## config.mk

```make
export PLATFORM = sky130hd
export DESIGN_NAME = sffr_top
export DESIGN_NICKNAME = d
export VERILOG_FILES = /design/src/rtl/sffr_fault_prio.v /design/src/rtl/sffr_pwm_out.v /design/src/rtl/sffr_top.v
export VERILOG_INCLUDE_DIRS = /design/src /design/src/rtl
export SDC_FILE = /design/constraint.sdc
export NUM_CORES = 1
export LEC_CHECK = 0
export BUFFER_PORTS_ARGS = -buffer_cell sky130_fd_sc_hd__buf_2
export CORE_MARGIN = 2
export CORE_UTILIZATION = 55
export DETAILED_ROUTE_END_ITERATION = 8
export GPL_ROUTABILITY_DRIVEN = 0
export PLACE_DENSITY = 0.8
export RECOVER_POWER = 50
export SYNTH_ARGS = -nofsm -noshare
export SYNTH_HDL_FRONTEND = slang
export SYNTH_SLANG_ARGS = --single-unit
```

## constraint.sdc

```tcl
create_clock -name i_clk_sys -period 4.8 [get_ports i_clk_sys]
set_input_delay 0.24 -clock i_clk_sys [delete_from_list [all_inputs] [get_ports i_clk_sys]]
set_output_delay 0.24 -clock i_clk_sys [all_outputs]
set_load 0.005 [all_outputs]
```

## src/rtl/sffr_consts.vh

```
// Constants for the sensor fault flag reporting block.
`ifndef SFFR_CONSTS_VH
`define SFFR_CONSTS_VH
`define SFFR_ADDR_W 8
`define SFFR_DATA_W 26
`define SFFR_OFS_INFO 8'h0c
`define SFFR_OFS_FAULT 8'h0f
`define SFFR_OFS_MARGIN 8'h85
`define SFFR_OFS_PINCOMM 8'ha5
`define SFFR_OFS_SUPPLY 8'ha9
`define SFFR_OFS_TRISEL 8'h24
`define SFFR_OFS_RATE 8'h25
`define SFFR_OFS_PORCH 8'h3f
`define SFFR_MARGIN_TRIG_BIT 0
`define SFFR_MARGIN_REPEAT_BIT 13
`define SFFR_BIDIR_EN_BIT 15
`define SFFR_SUPPLY_TRIG_BIT 0
`define SFFR_SUPPLY_ACTIVE_BIT 1
`define SFFR_TRISEL_BIT 15
`define SFFR_RATE_HI 7
`define SFFR_RATE_LO 3
`define SFFR_PORCH_HI 13
`define SFFR_PORCH_LO 11
`define SFFR_INFO_READY_BIT 0
`define SFFR_INFO_MASK_BIT 6
`define SFFR_INFO_SUPPLY_FAIL_BIT 7
`define SFFR_INFO_CORR_FAIL_BIT 9
`define SFFR_F_VCF 0
`define SFFR_F_TSE 1
`define SFFR_F_SAT 2
`define SFFR_F_OSC 3
`define SFFR_F_CHM 4
`define SFFR_F_WEAK 5
`define SFFR_F_STRONG 6
`define SFFR_F_UNDER 7
`define SFFR_F_OVER 8
`define SFFR_F_POR 9
`define SFFR_F_SBE 10
`define SFFR_F_MBE 11
`define SFFR_F_SHADOW 12
`define SFFR_F_BUSY 13
`define SFFR_F_EXEC 14
`define SFFR_F_IFACE 15
`define SFFR_RESET_ONLY_MASK 16'h1808
`define SFFR_FAULT_RESET 16'h0200
`define SFFR_CLK_MHZ 25
`define SFFR_TICK_NS 1000
`define SFFR_TICK_CYC ((`SFFR_TICK_NS * `SFFR_CLK_MHZ) / 1000)
`define SFFR_DUTY_STEPS 8'd200
`define SFFR_HIZ_PERIODS 2'd2
`endif

```

## src/rtl/sffr_fault_prio.v

```verilog
// Priority encoder that picks the fault code and its error duty cycle.
`timescale 1ns/1ps
`include "sffr_consts.vh"
module sffr_fault_prio (
	input wire [15:0] i_flags,
	input wire [2:0] i_porch_sel,
	output reg o_any,
	output reg o_top_hiz,
	output reg [7:0] o_duty
);
	// Duty in steps of 200; porch select only trims the power-on code at setting seven, a simplification.
	function [7:0] sffr_duty;
		input [3:0] code;
		input [2:0] porch;
		begin
			case (code)
				4'h1: sffr_duty = 8'd33;
				4'h2: sffr_duty = 8'd78;
				4'h3: sffr_duty = 8'd66;
				4'h4: sffr_duty = 8'd145;
				4'h5: sffr_duty = 8'd134;
				4'h6: sffr_duty = 8'd122;
				4'h7: sffr_duty = 8'd113;
				4'h8: sffr_duty = 8'd89;
				4'h9: sffr_duty = 8'd44;
				4'ha: sffr_duty = 8'd156;
				default: sffr_duty = 8'd0;
			endcase
			if (porch == 3'h7 && code == 4'h1) begin
				sffr_duty = 8'd30;
			end
		end
	endfunction
	reg [3:0] code;
	always @* begin
		code = 4'h0;
		o_any = |i_flags;
		o_top_hiz = i_flags[`SFFR_F_OSC] | i_flags[`SFFR_F_SHADOW] | i_flags[`SFFR_F_MBE]; // RULE20
		if (i_flags[`SFFR_F_POR]) begin // RULE19
			code = 4'h1;
		end else if (i_flags[`SFFR_F_UNDER]) begin
			code = 4'h2;
		end else if (i_flags[`SFFR_F_VCF]) begin
			code = 4'h3;
		end else if (i_flags[`SFFR_F_OVER]) begin
			code = 4'h4;
		end else if (i_flags[`SFFR_F_TSE]) begin
			code = 4'h5;
		end else if (i_flags[`SFFR_F_STRONG]) begin
			code = 4'h6;
		end else if (i_flags[`SFFR_F_SAT]) begin
			code = 4'h7;
		end else if (i_flags[`SFFR_F_WEAK]) begin
			code = 4'h8;
		end else if (i_flags[`SFFR_F_CHM]) begin
			code = 4'h9;
		end else if (i_flags[`SFFR_F_SBE]) begin
			code = 4'ha;
		end
		o_duty = o_top_hiz ? `SFFR_DUTY_STEPS : sffr_duty(code, i_porch_sel); // RULE21
	end
endmodule // sffr_fault_prio

```

## src/rtl/sffr_pwm_out.v

```verilog
// PWM generator with error duty, half-rate error carrier and tristate hold.
`timescale 1ns/1ps
`include "sffr_consts.vh"
module sffr_pwm_out (
	input wire i_clk_sys,
	input wire i_rstn,
	input wire i_stop,
	input wire i_fault,
	input wire i_tristate_sel,
	input wire i_top_hiz,
	input wire [7:0] i_fault_duty,
	input wire [7:0] i_angle_duty,
	input wire [4:0] i_rate,
	output reg o_pwm,
	output reg o_pwm_oe
);
	reg [15:0] tick_reg;
	reg [7:0] step_reg;
	reg [1:0] hiz_reg;
	wire [15:0] tick_max = {11'h0, i_rate} + 16'h1;
	// Error carrier runs at half the frequency, so each step lasts twice as long.
	wire [15:0] tick_lim = (i_fault && !i_tristate_sel) ? {tick_max[14:0], 1'b0} : tick_max; // RULE18
	wire tick_end = tick_reg >= tick_lim - 16'h1;
	wire period_end = tick_end && (step_reg == `SFFR_DUTY_STEPS - 8'd1);
	wire [7:0] duty = i_fault ? i_fault_duty : i_angle_duty; // RULE24
	always @(posedge i_clk_sys or negedge i_rstn) begin
		if (!i_rstn) begin
			tick_reg <= 16'h0;
			step_reg <= 8'h0;
			hiz_reg <= 2'h0;
			o_pwm <= 1'b0;
			o_pwm_oe <= 1'b0;
		end else begin
			tick_reg <= tick_end ? 16'h0 : tick_reg + 16'h1;
			if (tick_end) begin
				step_reg <= (step_reg == `SFFR_DUTY_STEPS - 8'd1) ? 8'h0 : step_reg + 8'h1;
			end
			if (i_fault && i_tristate_sel) begin
				hiz_reg <= `SFFR_HIZ_PERIODS; // RULE17
			end else if (period_end && hiz_reg != 2'h0) begin
				hiz_reg <= hiz_reg - 2'h1;
			end
			o_pwm <= step_reg < duty;
			if (i_stop) begin
				o_pwm_oe <= 1'b0; // RULE4
			end else if ((i_fault && i_tristate_sel) || hiz_reg != 2'h0) begin
				o_pwm_oe <= 1'b0; // RULE17
			end else if (i_fault && i_top_hiz) begin
				o_pwm_oe <= 1'b0; // RULE20
			end else begin
				o_pwm_oe <= 1'b1;
			end
		end
	end
endmodule // sffr_pwm_out

```

## src/rtl/sffr_top.v

```verilog
// Fault flag collection, register access and PWM fault reporting.
// Behaviour
// RULE1: Writing one to margin trigger bit starts the memory margin test.
// RULE2: Single run clears trigger on completion; repeat mode runs until trigger cleared.
// RULE3: A margin test error clears the trigger, stopping repeat runs.
// RULE4: Bidirectional enable stops PWM and frees the pin for Manchester use.
// RULE5: Enable set by write or access code; host leaves by writing zero.
// RULE6: Supply-check trigger runs self-test; failure shows in info bit seven.
// RULE7: Supply-check active bit reads one only while the self-test runs.
// RULE8: All fault flags readable in fault register through SPI and Manchester.
// RULE9: Fault flags stay set until read or reset and condition gone.
// RULE10: Each frame error bit is the OR of fault register bits.
// RULE11: Frame error bits clear only after SPI read and condition gone.
// RULE12: After reset both frame error bits read one.
// RULE13: Masked fault flags are left out of frame error bits.
// RULE14: Fault bits zero to six hold the first seven fault causes.
// RULE15: Fault bits seven to fifteen hold supply, memory and interface faults.
// RULE16: Info register holds ready, mask, supply fail and correction fail flags.
// RULE17: Tristate select makes any fault float PWM at least two periods.
// RULE18: Duty reporting uses fault duty at half the programmed PWM rate.
// RULE19: Several faults report the duty of the highest priority one.
// RULE20: Oscillator, shadow and uncorrectable faults report as high impedance.
// RULE21: Porch select sets PWM limits and fault duty cycles; code sets no limits, trims only power-on duty at seven.
// RULE22: Oscillator, shadow and uncorrectable flags clear only on reset.
// RULE23: A persisting cause keeps its flag set across reads.
// RULE24: With no faults, PWM returns to angle proportional duty.
`timescale 1ns/1ps
`include "sffr_consts.vh"
module sffr_top (
	input wire i_clk_sys,
	input wire i_rstn,
	input wire i_reg_wr,
	input wire i_reg_rd,
	input wire i_reg_spi,
	input wire [7:0] i_reg_addr,
	input wire [25:0] i_reg_wdata,
	output reg [25:0] o_reg_rdata,
	input wire i_access_code,
	input wire [15:0] i_fault_cond,
	input wire [15:0] i_fault_mask,
	input wire i_angle_sample_ready,
	input wire i_correction_selftest_failed,
	input wire i_margin_done,
	input wire i_margin_error,
	input wire i_supply_check_done,
	input wire i_supply_check_fail,
	input wire [7:0] i_angle_duty,
	output wire o_margin_run,
	output wire o_supply_check_run,
	output wire o_bidir_pin_comm_enable,
	output reg o_frame_error_bit_zero,
	output reg o_frame_error_bit_one,
	output wire o_pwm,
	output wire o_pwm_oe
);
	reg [15:0] cond_s1_reg;
	reg [15:0] cond_s2_reg;
	reg [15:0] fault_reg;
	reg [15:0] fault_next;
	reg margin_trig_reg;
	reg margin_repeat_reg;
	reg bidir_reg;
	reg supply_trig_reg;
	reg supply_active_reg;
	reg supply_fail_reg;
	reg tristate_sel_reg;
	reg [4:0] rate_reg;
	reg [2:0] porch_reg;
	reg frame_hold_reg;
	wire fault_rd = i_reg_rd && (i_reg_addr == `SFFR_OFS_FAULT);
	wire [15:0] unmasked = fault_reg & ~i_fault_mask;
	wire any_fault;
	wire top_hiz;
	wire [7:0] fault_duty;
	// Fault causes come from other logic on slower paths, so they are synchronised first.
	always @(posedge i_clk_sys or negedge i_rstn) begin
		if (!i_rstn) begin
			cond_s1_reg <= 16'h0;
			cond_s2_reg <= 16'h0;
		end else begin
			cond_s1_reg <= i_fault_cond;
			cond_s2_reg <= cond_s1_reg;
		end
	end
	always @* begin
		fault_next = fault_reg | cond_s2_reg; // RULE14 RULE15
		if (fault_rd) begin
			// Set wins over clear: a live cause survives the read.
			fault_next = (fault_reg & `SFFR_RESET_ONLY_MASK) | cond_s2_reg; // RULE9 RULE22 RULE23
		end
	end
	always @(posedge i_clk_sys or negedge i_rstn) begin
		if (!i_rstn) begin
			fault_reg <= `SFFR_FAULT_RESET;
			frame_hold_reg <= 1'b1;
			o_frame_error_bit_zero <= 1'b1; // RULE12
			o_frame_error_bit_one <= 1'b1;
		end else begin
			fault_reg <= fault_next;
			if (fault_rd && i_reg_spi) begin
				frame_hold_reg <= 1'b0;
			end
			// Status bits only fall after an SPI read; a Manchester read leaves them high.
			if (fault_rd && i_reg_spi) begin
				o_frame_error_bit_zero <= |(fault_next & ~i_fault_mask); // RULE11 RULE13
				o_frame_error_bit_one <= |(fault_next & ~i_fault_mask);
			end else begin
				o_frame_error_bit_zero <= frame_hold_reg | o_frame_error_bit_zero | (|unmasked); // RULE10
				o_frame_error_bit_one <= frame_hold_reg | o_frame_error_bit_one | (|unmasked);
			end
		end
	end
	always @(posedge i_clk_sys or negedge i_rstn) begin
		if (!i_rstn) begin
			margin_trig_reg <= 1'b0;
			margin_repeat_reg <= 1'b0;
			bidir_reg <= 1'b0;
			supply_trig_reg <= 1'b0;
			supply_active_reg <= 1'b0;
			supply_fail_reg <= 1'b0;
			tristate_sel_reg <= 1'b0;
			rate_reg <= 5'h0;
			porch_reg <= 3'h0;
		end else begin
			if (i_reg_wr && i_reg_addr == `SFFR_OFS_MARGIN) begin
				margin_trig_reg <= i_reg_wdata[`SFFR_MARGIN_TRIG_BIT]; // RULE1
				margin_repeat_reg <= i_reg_wdata[`SFFR_MARGIN_REPEAT_BIT];
			end else if (margin_trig_reg && i_margin_error) begin
				margin_trig_reg <= 1'b0; // RULE3
			end else if (margin_trig_reg && i_margin_done && !margin_repeat_reg) begin
				margin_trig_reg <= 1'b0; // RULE2
			end
			if (i_access_code) begin
				bidir_reg <= 1'b1; // RULE5
			end else if (i_reg_wr && i_reg_addr == `SFFR_OFS_PINCOMM) begin
				bidir_reg <= i_reg_wdata[`SFFR_BIDIR_EN_BIT]; // RULE5
			end
			if (i_reg_wr && i_reg_addr == `SFFR_OFS_SUPPLY && i_reg_wdata[`SFFR_SUPPLY_TRIG_BIT]) begin
				supply_trig_reg <= 1'b1; // RULE6
				supply_active_reg <= 1'b1; // RULE7
				supply_fail_reg <= 1'b0;
			end else if (supply_active_reg && i_supply_check_done) begin
				supply_trig_reg <= 1'b0;
				supply_active_reg <= 1'b0; // RULE7
				supply_fail_reg <= i_supply_check_fail; // RULE6
			end
			if (i_reg_wr && i_reg_addr == `SFFR_OFS_TRISEL) begin
				tristate_sel_reg <= i_reg_wdata[`SFFR_TRISEL_BIT];
			end
			if (i_reg_wr && i_reg_addr == `SFFR_OFS_RATE) begin
				rate_reg <= i_reg_wdata[`SFFR_RATE_HI:`SFFR_RATE_LO];
			end
			if (i_reg_wr && i_reg_addr == `SFFR_OFS_PORCH) begin
				porch_reg <= i_reg_wdata[`SFFR_PORCH_HI:`SFFR_PORCH_LO]; // RULE21
			end
		end
	end
	// Read data is registered; it appears the cycle after the read strobe.
	always @(posedge i_clk_sys or negedge i_rstn) begin
		if (!i_rstn) begin
			o_reg_rdata <= 26'h0;
		end else if (i_reg_rd) begin
			o_reg_rdata <= 26'h0;
			case (i_reg_addr)
				`SFFR_OFS_INFO: begin
					o_reg_rdata[`SFFR_INFO_READY_BIT] <= i_angle_sample_ready; // RULE16
					o_reg_rdata[`SFFR_INFO_MASK_BIT] <= |i_fault_mask;
					o_reg_rdata[`SFFR_INFO_SUPPLY_FAIL_BIT] <= supply_fail_reg;
					o_reg_rdata[`SFFR_INFO_CORR_FAIL_BIT] <= i_correction_selftest_failed;
				end
				`SFFR_OFS_FAULT: o_reg_rdata[15:0] <= fault_reg; // RULE8
				`SFFR_OFS_MARGIN: begin
					o_reg_rdata[`SFFR_MARGIN_TRIG_BIT] <= margin_trig_reg;
					o_reg_rdata[`SFFR_MARGIN_REPEAT_BIT] <= margin_repeat_reg;
				end
				`SFFR_OFS_PINCOMM: o_reg_rdata[`SFFR_BIDIR_EN_BIT] <= bidir_reg;
				`SFFR_OFS_SUPPLY: begin
					o_reg_rdata[`SFFR_SUPPLY_TRIG_BIT] <= supply_trig_reg;
					o_reg_rdata[`SFFR_SUPPLY_ACTIVE_BIT] <= supply_active_reg; // RULE7
				end
				`SFFR_OFS_TRISEL: o_reg_rdata[`SFFR_TRISEL_BIT] <= tristate_sel_reg;
				`SFFR_OFS_RATE: o_reg_rdata[`SFFR_RATE_HI:`SFFR_RATE_LO] <= rate_reg;
				`SFFR_OFS_PORCH: o_reg_rdata[`SFFR_PORCH_HI:`SFFR_PORCH_LO] <= porch_reg;
				default: o_reg_rdata <= 26'h0;
			endcase
		end
	end
	assign o_margin_run = margin_trig_reg;
	assign o_supply_check_run = supply_active_reg;
	assign o_bidir_pin_comm_enable = bidir_reg;
	sffr_fault_prio u_prio (
		.i_flags(fault_reg),
		.i_porch_sel(porch_reg),
		.o_any(any_fault),
		.o_top_hiz(top_hiz),
		.o_duty(fault_duty)
	);
	sffr_pwm_out u_pwm (
		.i_clk_sys(i_clk_sys),
		.i_rstn(i_rstn),
		.i_stop(bidir_reg),
		.i_fault(any_fault),
		.i_tristate_sel(tristate_sel_reg),
		.i_top_hiz(top_hiz),
		.i_fault_duty(fault_duty),
		.i_angle_duty(i_angle_duty),
		.i_rate(rate_reg),
		.o_pwm(o_pwm),
		.o_pwm_oe(o_pwm_oe)
	);
endmodule // sffr_top

```

== After elaboration in Yosys (flattened, before gate mapping) ==
Memory sizes are Yosys's and may differ from the RTL's.
Cells that the tools add are included.

* Reductions and logical operators: 31
* Order comparisons: 2
* Eq/ne operators: 11
* Bitwise gates (word level): 11
* $add $sub $neg: 5
* Muxes and demuxes: 45

{| class="wikitable"
|+ Operator list
! kind !! count
|-
| $reduce_or A16 Y1 || 4
|-
| $mux W16 || 3
|-
| $mux W4 || 10
|-
| $and A16 B16 Y16 || 2
|-
| $eq A8 B8 Y1 const B || 4
|-
| $mux W8 || 4
|-
| $eq A8 B6 Y1 const B || 3
|-
| $logic_and A1 B1 Y1 || 19
|-
| $mux W1 || 18
|-
| $add A16 B1 Y16 const B || 1
|-
| $eq A8 B4 Y1 const B || 2
|-
| $ge A16 B16 Y1 || 1
|-
| $not A16 Y16 || 1
|-
| $or A13 B16 Y16 || 1
|-
| $or A16 B16 Y16 || 1
|-
| $sub A16 B1 Y16 const B || 1
|-
| $add A8 B1 Y8 const B || 1
|-
| $lt A8 B8 Y1 || 1
|-
| $reduce_bool A2 Y1 || 4
|-
| $add A5 B1 Y6 const B || 1
|-
| $or A1 B1 Y1 || 6
|-
| $pmux W1 S3 || 2
|-
| $pmux W2 S3 || 1
|-
| $pmux W3 S2 || 1
|-
| 10 further kinds || 13
|}

* Register bits: 109
* ROM bits: 128
* Memories kept: 1
* Logic and storage cells: 126
* Bits of input ports: 86

{| class="wikitable"
|+ Memory list
! name !! depth !! bits a word !! read ports !! clocked after memory_dff !! write ports !! RTL line !! source
|-
| (name not given) || 16 || 8 || 1 || 0 || 0 || sffr_fault_prio.v:16 || <nowiki>case (code)</nowiki>
|}

== Longest topological paths before layout ==
Gate-level depths: netlist (run 1).

* Word-level depth: 16
* Mapped depth: 18
* Mapped depth without buffers: 18

== Modules after synthesis ==
Synthesis (run 1) repeated with hierarchy kept, for this count alone.

* Cell total of the unflattened synthesis: 569
* Area total of the unflattened synthesis: 5,808.1 µm²

{| class="wikitable"
|+ By module, submodules not included
! module !! area an instance (µm²) !! times used !! cells an instance !! sequential area each (µm²)
|-
| sffr_top || 3,250.6 || 1 || 276 || 2,031.9
|-
| sffr_pwm_out || 2,124.5 || 1 || 234 || 700.7
|-
| sffr_fault_prio || 432.9 || 1 || 59 || 0.0
|}

== Least setup slack after synthesis (run 1) ==
Ideal clock, no wire load.

* Kind: register to register
* Start point: register fault_reg[1]
* End point: register u_pwm.tick_reg[10]
* Setup time: 132 ps
* Data required time: 4,668 ps
* Arrival: 3,797 ps
* Period minus slack after synthesis: 3,929 ps
* Buffers on the path: 4
* Stages on the path, launching flop included: 19
* Setup slack: 871 ps
* Cells stage by stage: dfrtp_1 > or4_1 > clkbuf_1 > nor2_1 > a21oi_1 > clkbuf_1 > nand3_1 > o21ai_0 > a31oi_1 > nor2_1 > ha_1 > ha_1 > o2111ai_1 > a21oi_1 > a221oi_1 > o21ai_0 > clkbuf_1 > clkbuf_1 > nor2_1

* Cells in the longest elaborated chain, start to end: 6

{| class="wikitable"
|+ Ends and longest elaborated chain
! what !! RTL line !! source
|-
| start: declaration || sffr_top.v:58 || <nowiki>reg [15:0] fault_reg;</nowiki>
|-
| start signal: assignment || sffr_top.v:94 || <nowiki>fault_reg <= `SFFR_FAULT_RESET;</nowiki>
|-
| start signal: assignment || sffr_top.v:99 || <nowiki>fault_reg <= fault_next;</nowiki>
|-
| $reduce_or A16 Y1 || sffr_fault_prio.v:37 || <nowiki>o_any = |i_flags;</nowiki>
|-
| $logic_and A1 B1 Y1 || sffr_pwm_out.v:22 || <nowiki>wire [15:0] tick_lim = (i_fault && !i_tristate_sel) ? {tick_max[14:0], 1'b0} : tick_max;</nowiki>
|-
| $mux W16 || sffr_pwm_out.v:22 ||
|-
| $sub A16 B1 Y16 || sffr_pwm_out.v:23 || <nowiki>wire tick_end = tick_reg >= tick_lim - 16'h1;</nowiki>
|-
| $ge A16 B16 Y1 || sffr_pwm_out.v:23 ||
|-
| $mux W16 || sffr_pwm_out.v:34 || <nowiki>tick_reg <= tick_end ? 16'h0 : tick_reg + 16'h1;</nowiki>
|-
| end signal: assignment || sffr_pwm_out.v:34 ||
|-
| end: declaration || sffr_pwm_out.v:17 || <nowiki>reg [15:0] tick_reg;</nowiki>
|}

No other way between the ends.
A chain may end at the register's enable or synchronous reset.

== Worst setup path in the final report (run 1) ==
* Start point: register fault_reg[0]
* End point: register u_pwm.step_reg[7]

* Cells in the longest elaborated chain, start to end: 5

{| class="wikitable"
|+ Ends and longest elaborated chain
! what !! RTL line !! source
|-
| $reduce_or A16 Y1 || sffr_fault_prio.v:37 ||
|-
| $logic_and A1 B1 Y1 || sffr_pwm_out.v:22 ||
|-
| $mux W16 || sffr_pwm_out.v:22 ||
|-
| $sub A16 B1 Y16 || sffr_pwm_out.v:23 ||
|-
| $ge A16 B16 Y1 || sffr_pwm_out.v:23 ||
|-
| end signal: assignment || sffr_pwm_out.v:36 || <nowiki>step_reg <= (step_reg == `SFFR_DUTY_STEPS - 8'd1) ? 8'h0 : step_reg + 8'h1;</nowiki>
|-
| end: declaration || sffr_pwm_out.v:18 || <nowiki>reg [7:0] step_reg;</nowiki>
|}

No other way between the ends.

==> results of run 1 <==
cells in the final DEF, fill, tap and decap left out, drive strengths merged, types with 3 or more instances in the layout:
cell / count
dfrtp: 105
buf: 86
nor2: 61
nand2: 47
inv: 44
a21oi: 33
ha: 33
o21ai: 29
nand3: 27
clkbuf: 20
a21o: 19
dlygate4sd3: 17
nor3: 15
mux2: 12
xor2: 11
a22oi: 10
conb: 10
nand4: 9
xnor2: 9
a31oi: 7
nand2b: 7
a222oi: 6
and3: 6
o211ai: 6
a221oi: 6
nor4: 6
a22o: 5
or3: 5
a21boi: 4
o2111ai: 4
dfstp: 4
and2: 4
nor4b: 3
or4: 3
clkinv: 3
how the worst max path moves through the flow:
stage	slack (ps)	startpoint	to	depth (start not counted)
4_1_cts	380	fault_reg[0]	u_pwm.tick_reg[10]	14
2_1_floorplan	870	fault_reg[1]	u_pwm.tick_reg[10]	18
5_1_grt	130	fault_reg[0]	u_pwm.tick_reg[8]	14
3_5_place_dp	380	fault_reg[0]	u_pwm.tick_reg[10]	14
6_report	500	fault_reg[0]	u_pwm.step_reg[7]	14
3_3_place_gp	500	fault_reg[0]	u_pwm.tick_reg[4]	14
kinds of logic (layout without fill, tap and decap cells):
logic type      count (synthesis)  after routing
compound gates                152            152
fa+ha+maj                      33             33
mux                            14             14
simple gates                  203            203
other cells                     1             11
buf+inv                        69            170
flops                         109            109
xor+xnor                       20             20
layer usage:
| metal | track usage, % | part of all wire [%] | vias to the layer above |
|---|---|---|---|
| met5 | 0 | 0 | - |
| met1 | 34.6 | 43 | 2401 |
| met2 | 41.4 | 49 | 226 |
| met4 | 5.38 | 1.3 | 0 |
| met3 | 4.38 | 6.7 | 21 |
| li1 | - | - | 2371 |
timing repair:
action / 4_1_cts / 5_1_grt
endpoints found under the setup margin: 0 / 2
hold buffers: 17 / 0
endpoints found under the hold margin: 77 / 0
resized for setup: 0 / 1
where the power goes:
part | internal [W] | switching, W | total [W]
registers | 0.000985 | 0.0000712 | 0.00106
logic | 0.000175 | 0.000236 | 0.000411
clock network | 0.000213 | 0.000366 | 0.000580
final cells by class:
type                    instances  share of cell area, %
multi-input cells             432                   41.9
flip-flops and latches        109                   40.5
repair buffers                114                   9.70
well taps                     136                   2.52
inverters                      40                   2.23
clock buffers                   9                   1.84
clock inverters                 7                   1.28
diodes                          1                 0.0371
per-stage QoR:
step           std cells  setup slack, ps  total power [W]  utilization, %  area (um2)
6_report             848              498          0.00205            65.6        6740
3_3_place_gp         814              498          0.00144            62.0        6370
4_1_cts              847              379          0.00205            65.7        6750
2_1_floorplan        610              871          0.00133               -        5850
3_5_place_dp         814              385          0.00147            62.0        6370
5_1_grt              848              133          0.00216            65.6        6740
==> summary.txt, run 1 <==
Drt
  • First DRT Iteration DRCs: 565
  • Via/cell ratio: around 5.9
  • Total iterations of the first detailed-routing run: 6
  • DRC viols: 0
  • Via count: 5019
  • Routed Wire Length: 13900 um
  • Routed Antenna Nets: 0
  • WL per Instance: 16.4 um

Setup path
  • Max incr delay on CP: 490 ps
  • Worst R2R Setup Slack: 500 ps
  • Reg2Reg Capture Point: u_pwm.step_reg[7]
  • CP Cell Sequence: or3_1 -> nor3_1 -> a21oi_1 -> nor2_1 -> mux2_2 -> a21oi_1 -> o32ai_1 -> ha_1 -> a211oi_1 -> o211ai_1 -> a221oi_1 -> o21ai_2 -> and3_1 -> a21o_1
  • Worst Setup Start Kind: register
  • CP delay by family, top: compound AO/OA/AOI/OAI gates
  • Crit. End Element: register
  • Worst EP required: 5080 ps
  • Buf/Inv on CP: 0
  • CP Class: register to register
  • FF-to-FF Start: fault_reg[0]
  • Slowest-stage cell, CP: dfrtp_1
  • CP arrival: 4580 ps
  • Worst r2r path cells: 14
  • Worst-path maximum fanout: 17
  • Crit-path most repeated cell: a21oi_1

Timing
  • Setup_tns: 0 ps
  • Final setup viols: 0
  • Hold Slack: 69.2 ps
  • Max-slew violations: 66
  • Worst Skew: 13.4 ps
  • Fin crit share: 89.6%
  • Highest clock rate: 232 MHz
  • Final hold viol count: 0
  • Transition time of the tightest slew-check pin: 3360 ps
  • RSZ-0062 raised after global routing: no
  • Post-route minimum period: ~4300 ps
  • Slew Limit Headroom: -124%

Die
  • IO Count: around 120
  • Core area: slightly above 0.01 mm2
  • Number of cell rows: 37
  • Die height: ~110 um
  • DIE AREA: 0.0114 mm2
  • Die width: between 100 and 150 um
  • Initial Utilization: 56.6%

Worst hold path
  • Hold EP: o_supply_check_run
  • Hold path startpoint: i_supply_check_done
  • Cells on Worst Hold Path: 2
  • Min-delay worst type: primary input to register

Clocking
  • Worst-path clk slew: 120 ps
  • Skew-Pair Late Insertion Delay: approximately 380 ps
  • Number of setup buffers added after CTS: 0
  • Root Buffer: clkbuf_8
  • H-tree Lvls: 3
  • Max clock buf depth: 2
  • CTS Sinks: between 100 and 150
  • CTS tree: yes
  • CTS Buf Count: 9

Pwr
  • Leakage Power: 3.05 nW
  • Peak supply drop: 0.190 mV
  • Pwr Density: 303 mW/mm2

Global routing
  • Vias in the first global route: 4795
  • Largest net degree at the start of global routing: 66
  • Initial antenna violation count: 1
  • Overall routing resource usage: 25.0%
  • Grt total ovfl: 0
  • First-pass GRT wire length: approximately 23000 um

Synth
  • Post-synth EDFFs: 0
  • Top cell type's share of synthesized area: 45.2%
  • Synth top area cells: dfrtp_1 45%, ha_1 7.1%, nor2_1 3.9%, nand2_1 3.0%, a21oi_1 2.8%
  • Ys flop type: dfrtp_1
  • Most common cell in the netlist: dfrtp_1
  • Synth Warn #: 0
  • Yosys top cell by area: dfrtp_1
  • Mux cell area share after synthesis: 2.67%
  • Yosys cell types: between 60 and 70
  • Ys async rst share: 100%
  • Synth Area in Simple Gates: 17.1%
  • Synth Area in Adders: 7.10%
  • Syn Area/Cell: 9.68 um2
  • Register bit total from synthesis: 109
  • Mapped Area: 0.00582 mm2
  • Area fraction in compound gates after synthesis: 18.0%
  • Main combinational cell family by area after synthesis: compound AO/OA/AOI/OAI gates
  • Post-Synth XOR/XNOR Area: 3.01%
  • Commonest cells in the netlist: 105 x dfrtp_1, 61 x nor2_1, 46 x nand2_1
  • Post-synthesis sequential area ratio: 47.0%
  • Post-synthesis instance total: 601

Finish
  • Multi-input gate area: 0.00282 mm2
  • FF/Latch Area: 0.00273 mm2
  • Final #Nets: 825
  • Layout fillers: about 820
  • Layout cells sized above 1: 17.9%
  • Synth-to-Final Area Change: 16.0%

Status
  • Status: complete, but fails checks
  • Failing checks: capacitance limit, slew limit

Place
  • HPWL after detailed placement: just over 10000 um
  • IO buf count: 92

Job
  • Max-Cap Viols: 1
No activity file was read; power rests on OpenSTA's default activity.
==> run 2: changes to the inputs <==
--- a/config.mk
+++ b/config.mk
@@ -6,12 +6,13 @@
 export SDC_FILE = /design/constraint.sdc
 export NUM_CORES = 1
 export LEC_CHECK = 0
-export BUFFER_PORTS_ARGS = -buffer_cell sky130_fd_sc_hd__buf_2
+export ABC_AREA = 0
+export BUFFER_PORTS_ARGS = -buffer_cell sky130_fd_sc_hd__clkbuf_2
 export CORE_MARGIN = 2
-export CORE_UTILIZATION = 55
+export CORE_UTILIZATION = 50
 export DETAILED_ROUTE_END_ITERATION = 8
 export GPL_ROUTABILITY_DRIVEN = 0
-export PLACE_DENSITY = 0.8
+export PLACE_DENSITY = 0.74
 export RECOVER_POWER = 50
 export SYNTH_ARGS = -nofsm -noshare
 export SYNTH_HDL_FRONTEND = slang
==> run 2 against run 1 <==
  * Die area increased by 9.6%
  * Fmax decreased by 2.1%
  * Clock skew decreased by 2.0 ps
  * Cell count increased by 0.47%
  * Register-to-register slack got worse by 90 ps
  * Setup slack got worse by 92 ps
  * Routed wire length decreased by 1.8%
  * Highest routed layer unchanged
  * Sequential share of layout area decreased by 0.64 points
  * Clock-buffer cell count increased by 1
  * Hold slack improved by 16 ps
  * Non-clock buffer count decreased by 2
  * The flow still finishes with violations (capacitance limit, slew limit)
  * Clock power increased by 37%
==> summary.txt, run 2 (same netlist as run 1, synthesis figures left out) <==
Status
  • Status: complete, but fails checks (unchanged)
  • Failing checks: capacitance limit, slew limit (unchanged)

Global routing
  • Largest net degree at the start of global routing: 71 (was 66)
  • Global-route met1 utilization: 30.0% (was 34.6%)
  • GRT met3 Usage: 3.81% (was 4.38%)
  • Overall routing resource usage: 22.0% (was 25.0%)
  • Vias in the first global route: 4642 (was 4795)
  • Met2 usage in global routing: 36.0% (was 41.4%)
  • First-pass GRT wire length: 22500 um (was 22900 um)
  • Busiest grt layer: met2 (unchanged)
  • Grt total ovfl: 0 (unchanged)
  • Initial antenna violation count: 0 (was 1)

Drt
  • First DRT Iteration DRCs: 452 (was 565)
  • Total iterations of the first detailed-routing run: 5 (was 6)
  • Via count: 4923 (was 5019)
  • DRC viols: 0 (unchanged)
  • Routed Wire Length: 13700 um (was 13900 um)
  • Via/cell ratio: 5.78 (was 5.92)
  • Routed Antenna Nets: 0 (unchanged)
  • WL per Instance: 16.0 um (was 16.4 um)

Clocking
  • Skew-Pair Late Insertion Delay: 360 ps (was 380 ps)
  • Resize count post-CTS: 0 (unchanged)
  • CTS Sinks: 109 (unchanged)
  • H-tree Lvls: 3 (unchanged)
  • CTS tree: yes (unchanged)
  • Root Buffer: clkbuf_16 (was clkbuf_8)
  • CTS Buf Count: 9 (unchanged)
  • Number of setup buffers added after CTS: 0 (unchanged)
  • Hold buffers post-CTS: 16 (was 17)
  • Worst-path clk slew: 80 ps (was 120 ps)
  • Max clock buf depth: 2 (unchanged)

Setup path
  • CP Cell Sequence: or4_1 -> nor2_1 -> a21oi_1 -> nor2_1 -> mux2_2 -> a21oi_1 -> o32ai_1 -> ha_1 -> a211oi_1 -> o211ai_1 -> a221oi_1 -> o21ai_2 -> and3_1 -> a21o_1 (was or3_1 -> nor3_1 -> a21oi_1 -> nor2_1 -> mux2_2 -> a21oi_1 -> o32ai_1 -> ha_1 -> a211oi_1 -> o211ai_1 -> a221oi_1 -> o21ai_2 -> and3_1 -> a21o_1)
  • CP arrival: 4640 ps (was 4580 ps)
  • Crit. End Element: register (unchanged)
  • Worst Setup Start Kind: register (unchanged)
  • CP Class: register to register (unchanged)
  • Slowest-stage cell, CP: or4_1 (was dfrtp_1)
  • Max incr delay on CP: 640 ps (was 490 ps)
  • Worst EP required: 5050 ps (was 5080 ps)
  • Worst-path maximum fanout: 18 (was 17)

Die
  • Initial Utilization: 51.1% (was 56.6%)
  • Core area: 0.0114 mm2 (was 0.0103 mm2)
  • DIE AREA: 0.0125 mm2 (was 0.0114 mm2)
  • Die width: 112 um (was 107 um)
  • Die height: 112 um (was 107 um)
  • IO Count: 119 (unchanged)
  • Number of cell rows: 39 (was 37)

Finish
  • Synth-to-Final Area Change: 17.8% (was 16.0%)
  • # diodes: 0 (was 1)
  • Commonest non-fill, non-tap cell in the layout: dfrtp_1 (unchanged)
  • Cell area after layout: 0.00685 mm2 (was 0.00674 mm2)
  • Final #Nets: 823 (was 825)
  • Most frequent cells in the layout: 105 x dfrtp_1, 84 x clkbuf_2, 61 x nor2_1 (was 105 x dfrtp_1, 81 x buf_2, 61 x nor2_1)
  • FF/Latch Area: 0.00273 mm2 (unchanged)
  • Layout fillers: 962 (was 822)
  • Multi-input gate area: 0.00282 mm2 (unchanged)
  • Non-filler cells, final: 852 (was 848)
  • Layout cells sized above 1: 18.2% (was 17.9%)

Worst hold path
  • Min-delay worst type: primary input to register (unchanged)

Timing
  • RSZ-0062 raised after global routing: no (unchanged)
  • Final setup viols: 0 (unchanged)
  • Final hold viol count: 0 (unchanged)
  • Slew Limit Headroom: -147% (was -124%)
  • Fin crit share: 91.5% (was 89.6%)
  • Worst Skew: 11.5 ps (was 13.4 ps)
  • Post-route minimum period: 4390 ps (was 4300 ps)
  • Setup_tns: 0 ps (unchanged)
  • Max-slew violations: 71 (was 66)
  • Highest clock rate: 228 MHz (was 232 MHz)
  • Transition time of the tightest slew-check pin: 3710 ps (was 3360 ps)
  • Hold Slack: 85.1 ps (was 69.2 ps)

Pwr
  • Peak supply drop: 0.275 mV (was 0.190 mV)
  • Pwr Density: 332 mW/mm2 (was 303 mW/mm2)
  • Tot Pwr: 0.00227 W (was 0.00205 W)
  • Leakage Power: 3.11 nW (was 3.05 nW)

Place
  • HPWL after detailed placement: 10100 um (was 10200 um)
  • Placed insts: 820 (was 814)
  • IO buf count: 92 (unchanged)
  • Area after DPL: 0.00638 mm2 (was 0.00637 mm2)

Job
  • Max-Cap Viols: 1 (unchanged)
[run 2: changes by cell type in the layout (fill, tap and decap cells not counted), sizes merged]
| cell | change |
|---|---|
| dlygate4sd3 | -1 |
| clkbuf | +81 |
| buf | -81 |
| clkinv | -2 |
| bufinv | +1 |
| diode | -1 |
[run 2: worst max-delay path, delay by kind of cell, from the launching register on]
kind,cells,cell delay (ps)
AOI/OAI and AO/OA,8,1730
and+or+nand+nor,4,1400
DFF,1,480
muxes,1,350
adders and majority gates,1,300
[run 2: final timing paths]
path                            slack, ps       startpoint                 endpoint  cells past startpoint
worst max register to register        410     fault_reg[2]        u_pwm.step_reg[7]                     14
worst min register to register        350  cond_s1_reg[14]          cond_s2_reg[14]                      0
worst max-delay path                  410     fault_reg[2]        u_pwm.step_reg[7]                     14
min in group asynchronous            1160           i_rstn       u_pwm.tick_reg[12]                      1
max in group asynchronous            1570           i_rstn           cond_s2_reg[6]                      1
worst min-delay path                   90    i_access_code  o_bidir_pin_comm_enable                      2
[run 2: layout make-up]
cell class,count,area share (%)
clock buffer,10,3.49
clock inverter,6,1.26
inverter,40,2.19
multi-input combinational,432,41.2
sequential,109,39.9
tap,143,2.61
timing repair buffer,112,9.35
[run 2: report_power, final]
group	switching, W	internal, W
Combinational	0.000236	0.000183
Sequential	0.0000733	0.000985
Clock	0.000360	0.000435
Total	0.000670	0.00160
[run 2: routing by layer]
layer  vias up  share of wire (%)
li1       2365                  -
met1      2358                 43
met2       177                 48
met3        23                6.2
met4         0                1.9
met5         -                  0
[run 2: through the flow]
step,utilization (%),setup WS (ps)
5_1_grt,60.3,107
3_3_place_gp,56.1,575
3_5_place_dp,56.1,427
4_1_cts,60.4,402
6_report,60.3,406
2_1_floorplan,-,871
==> run 3: changes to the inputs <==
--- a/config.mk
+++ b/config.mk
@@ -14,6 +14,7 @@
 export GPL_ROUTABILITY_DRIVEN = 0
 export PLACE_DENSITY = 0.74
 export RECOVER_POWER = 50
+export REMOVE_ABC_BUFFERS = 1
 export SYNTH_ARGS = -nofsm -noshare
 export SYNTH_HDL_FRONTEND = slang
 export SYNTH_SLANG_ARGS = --single-unit
==> run 3 against run 2 <==
  * The run still ends with capacitance limit, slew limit left
  * Clock-buffer cell count is 1 higher
  * Fmax is 2.3% lower
  * Non-clock buffer count is 5 higher
  * Via count is 0.47% higher
  * Cell count is 0.59% higher
  * Sequential power hardly changed
  * Largest cell class unchanged
  * Core utilization is 0.21 points lower
  * Clock skew is 6.9 ps lower
  * Cell area is 0.35% lower
  * Register-to-register slack worse by 100 ps
  * First-iteration DRC count is 2.7% lower
  * Flip-flop and latch count stayed put
==> summary.txt, run 3 (same netlist as run 1, synthesis figures left out) <==
Status
  • Status: complete, but fails checks (unchanged)
  • Failing checks: capacitance limit, slew limit (unchanged)

Place
  • HPWL after detailed placement: 10100 um (about the same)
  • Placed insts: 824 (was 820)
  • IO buf count: 92 (unchanged)

Setup path
  • Crit. End Element: register (unchanged)
  • Worst-path maximum fanout: 17 (was 18)
  • CP arrival: 4740 ps (was 4640 ps)
  • FF-to-FF Start: fault_reg[1] (was fault_reg[2])
  • Worst R2R Setup Slack: 300 ps (was 410 ps)
  • Worst Setup Start Kind: register (unchanged)
  • CP Class: register to register (unchanged)
  • Worst EP required: 5040 ps (was 5050 ps)
  • Reg2Reg Capture Point: u_pwm.tick_reg[2] (was u_pwm.step_reg[7])
  • Worst r2r path cells: 14 (unchanged)

Finish
  • Fin util: 60.1% (was 60.3%)
  • Commonest non-fill, non-tap cell in the layout: dfrtp_1 (unchanged)
  • # diodes: 0 (unchanged)
  • Synth-to-Final Area Change: 17.4% (was 17.8%)
  • Layout fillers: 939 (was 962)
  • Most frequent cells in the layout: 105 x dfrtp_1, 82 x clkbuf_2, 61 x nor2_1 (was 105 x dfrtp_1, 84 x clkbuf_2, 61 x nor2_1)
  • Layout cells sized above 1: 17.5% (was 18.2%)
  • Non-filler cells, final: 857 (was 852)
  • Final #Nets: 828 (was 823)

Worst hold path
  • Min-delay worst type: primary input to register (unchanged)
  • Cells on Worst Hold Path: 2 (unchanged)
  • Hold EP: o_supply_check_run (was o_bidir_pin_comm_enable)
  • Hold path startpoint: i_supply_check_done (was i_access_code)

Drt
  • DRC viols: 0 (unchanged)
  • Total iterations of the first detailed-routing run: 5 (unchanged)
  • First DRT Iteration DRCs: 440 (was 452)
  • Routed Wire Length: 13700 um (about the same)
  • Routed Antenna Nets: 0 (unchanged)
  • Via count: 4946 (was 4923)
  • WL per Instance: 16.0 um (about the same)
  • Via/cell ratio: 5.77 (was 5.78)

Global routing
  • Largest net degree at the start of global routing: 57 (was 71)
  • Initial antenna violation count: 0 (unchanged)
  • Grt total ovfl: 0 (unchanged)
  • First-pass GRT wire length: 23100 um (was 22500 um)
  • Overall routing resource usage: 22.8% (was 22.0%)
  • Vias in the first global route: 4922 (was 4642)

Timing
  • Post-route minimum period: 4500 ps (was 4390 ps)
  • RSZ-0062 raised after global routing: no (unchanged)
  • Transition time of the tightest slew-check pin: 2960 ps (was 3710 ps)
  • Highest clock rate: 222 MHz (was 228 MHz)
  • Max-slew violations: 55 (was 71)
  • Worst Skew: 4.60 ps (was 11.5 ps)
  • Fin crit share: 93.7% (was 91.5%)
  • Final hold viol count: 0 (unchanged)
  • Final setup viols: 0 (unchanged)
  • Slew Limit Headroom: -97.7% (was -147%)

Clocking
  • Max clock buf depth: 2 (unchanged)
  • CTS Buf Count: 9 (unchanged)
  • H-tree Lvls: 3 (unchanged)
  • Root Buffer: clkbuf_16 (unchanged)
  • CTS tree: yes (unchanged)
  • Worst-path clk slew: 70 ps (was 80 ps)
  • Skew-Pair Late Insertion Delay: 360 ps (about the same)
  • CTS Sinks: 109 (unchanged)
  • Resize count post-CTS: 0 (unchanged)

Pwr
  • Peak supply drop: 0.318 mV (was 0.275 mV)
  • Switching Fraction: 29.7% (was 29.5%)
  • Pint: 0.00154 W (was 0.00160 W)
  • NetSw: 0.000649 W (was 0.000670 W)
  • Leakage Power: 3.10 nW (was 3.11 nW)
  • Part of the power in combinational logic: 18.5% (was 18.4%)
  • Clock power frac: 33.1% (was 35.0%)
  • Register share of total power: 48.4% (was 46.6%)
  • Pwr Density: 320 mW/mm2 (was 332 mW/mm2)

Die
  • Die width: 112 um (unchanged)
  • Initial Utilization: 51.1% (unchanged)
  • DIE AREA: 0.0125 mm2 (unchanged)
  • Die height: 112 um (unchanged)
  • Number of cell rows: 39 (unchanged)
  • Core area: 0.0114 mm2 (unchanged)
  • IO Count: 119 (unchanged)

Job
  • Max-Cap Viols: 1 (unchanged)
## run 3: worst max-delay path: stages (launching register included)
cell and delay, ps:
dfrtp_1 470, or4_1 650, nor2_1 310, a21oi_1 250, nor2_1 170, mux2_2 340
a21oi_1 160, o32ai_1 110, ha_1 310, nand2_1 50, o211ai_1 190, a221oi_1 120
o21ai_1 810, buf_4 360, nor2_1 70
## run 3: what timing repair did
action                                  in CTS  in global routing
buffers inserted                             0                  0
endpoints found under the setup margin       0                  0
hold endpoints to repair                    69                  0
hold buffers                                17                  0
## run 3: stage by stage
step / hold WS [ps] / TNS, ps / instance area [um2] / worst slack (ps) / power, W
floorplan: -55.6 / -1550 / 5700 / -233 / 0.00131
global placement: 314 / 0 / 6400 / 433 / 0.00144
detailed placement: 330 / 0 / 6400 / 383 / 0.00147
CTS: 85.8 / 0 / 6860 / 350 / 0.00221
global route: 93.0 / 0 / 6830 / 2.04 / 0.00230
finish: 104 / 0 / 6830 / 304 / 0.00219
## run 3: area by class of cell
type	count	area [um2]	area share (%)
clock buffer	11	243	3.56
timing repair buffer	117	674	9.88
tap	143	179	2.62
multi-input combinational	432	2800	41.0
clock inverter	5	46.3	0.678
inverter	40	150	2.20
sequential	109	2730	40.0
## run 3: worst max path at each step
| stage | from | endpoint | slack, ps | depth (start not counted) |
|---|---|---|---|---|
| 6_report | fault_reg[1] | u_pwm.tick_reg[2] | 300 | 14 |
| 5_1_grt | fault_reg[1] | u_pwm.tick_reg[3] | 2 | 15 |
| 4_1_cts | fault_reg[1] | u_pwm.tick_reg[2] | 350 | 14 |
| 3_5_place_dp | fault_reg[1] | u_pwm.tick_reg[9] | 380 | 14 |
| 3_3_place_gp | fault_reg[1] | u_pwm.tick_reg[5] | 430 | 14 |
| 2_1_floorplan | fault_reg[1] | u_pwm.step_reg[1] | -230 | 13 |
## run 3: power groups by stage
stage          Clock, W  Sequential (W)  Combinational [W]
3_3_place_gp          0         0.00107           0.000372
2_1_floorplan         0         0.00105           0.000254
5_1_grt        0.000781         0.00107           0.000454
6_report       0.000724         0.00106           0.000404
3_5_place_dp          0         0.00107           0.000397
4_1_cts        0.000743         0.00106           0.000410
## run 3: routing by layer
layer | vias up | part of all wire [%] | track usage (%)
met5 | - | 0 | 0
met4 | 0 | 3.0 | 9.79
met3 | 35 | 5.4 | 4.74
met2 | 183 | 49 | 37.9
met1 | 2362 | 43 | 29.1
li1 | 2366 | - | -
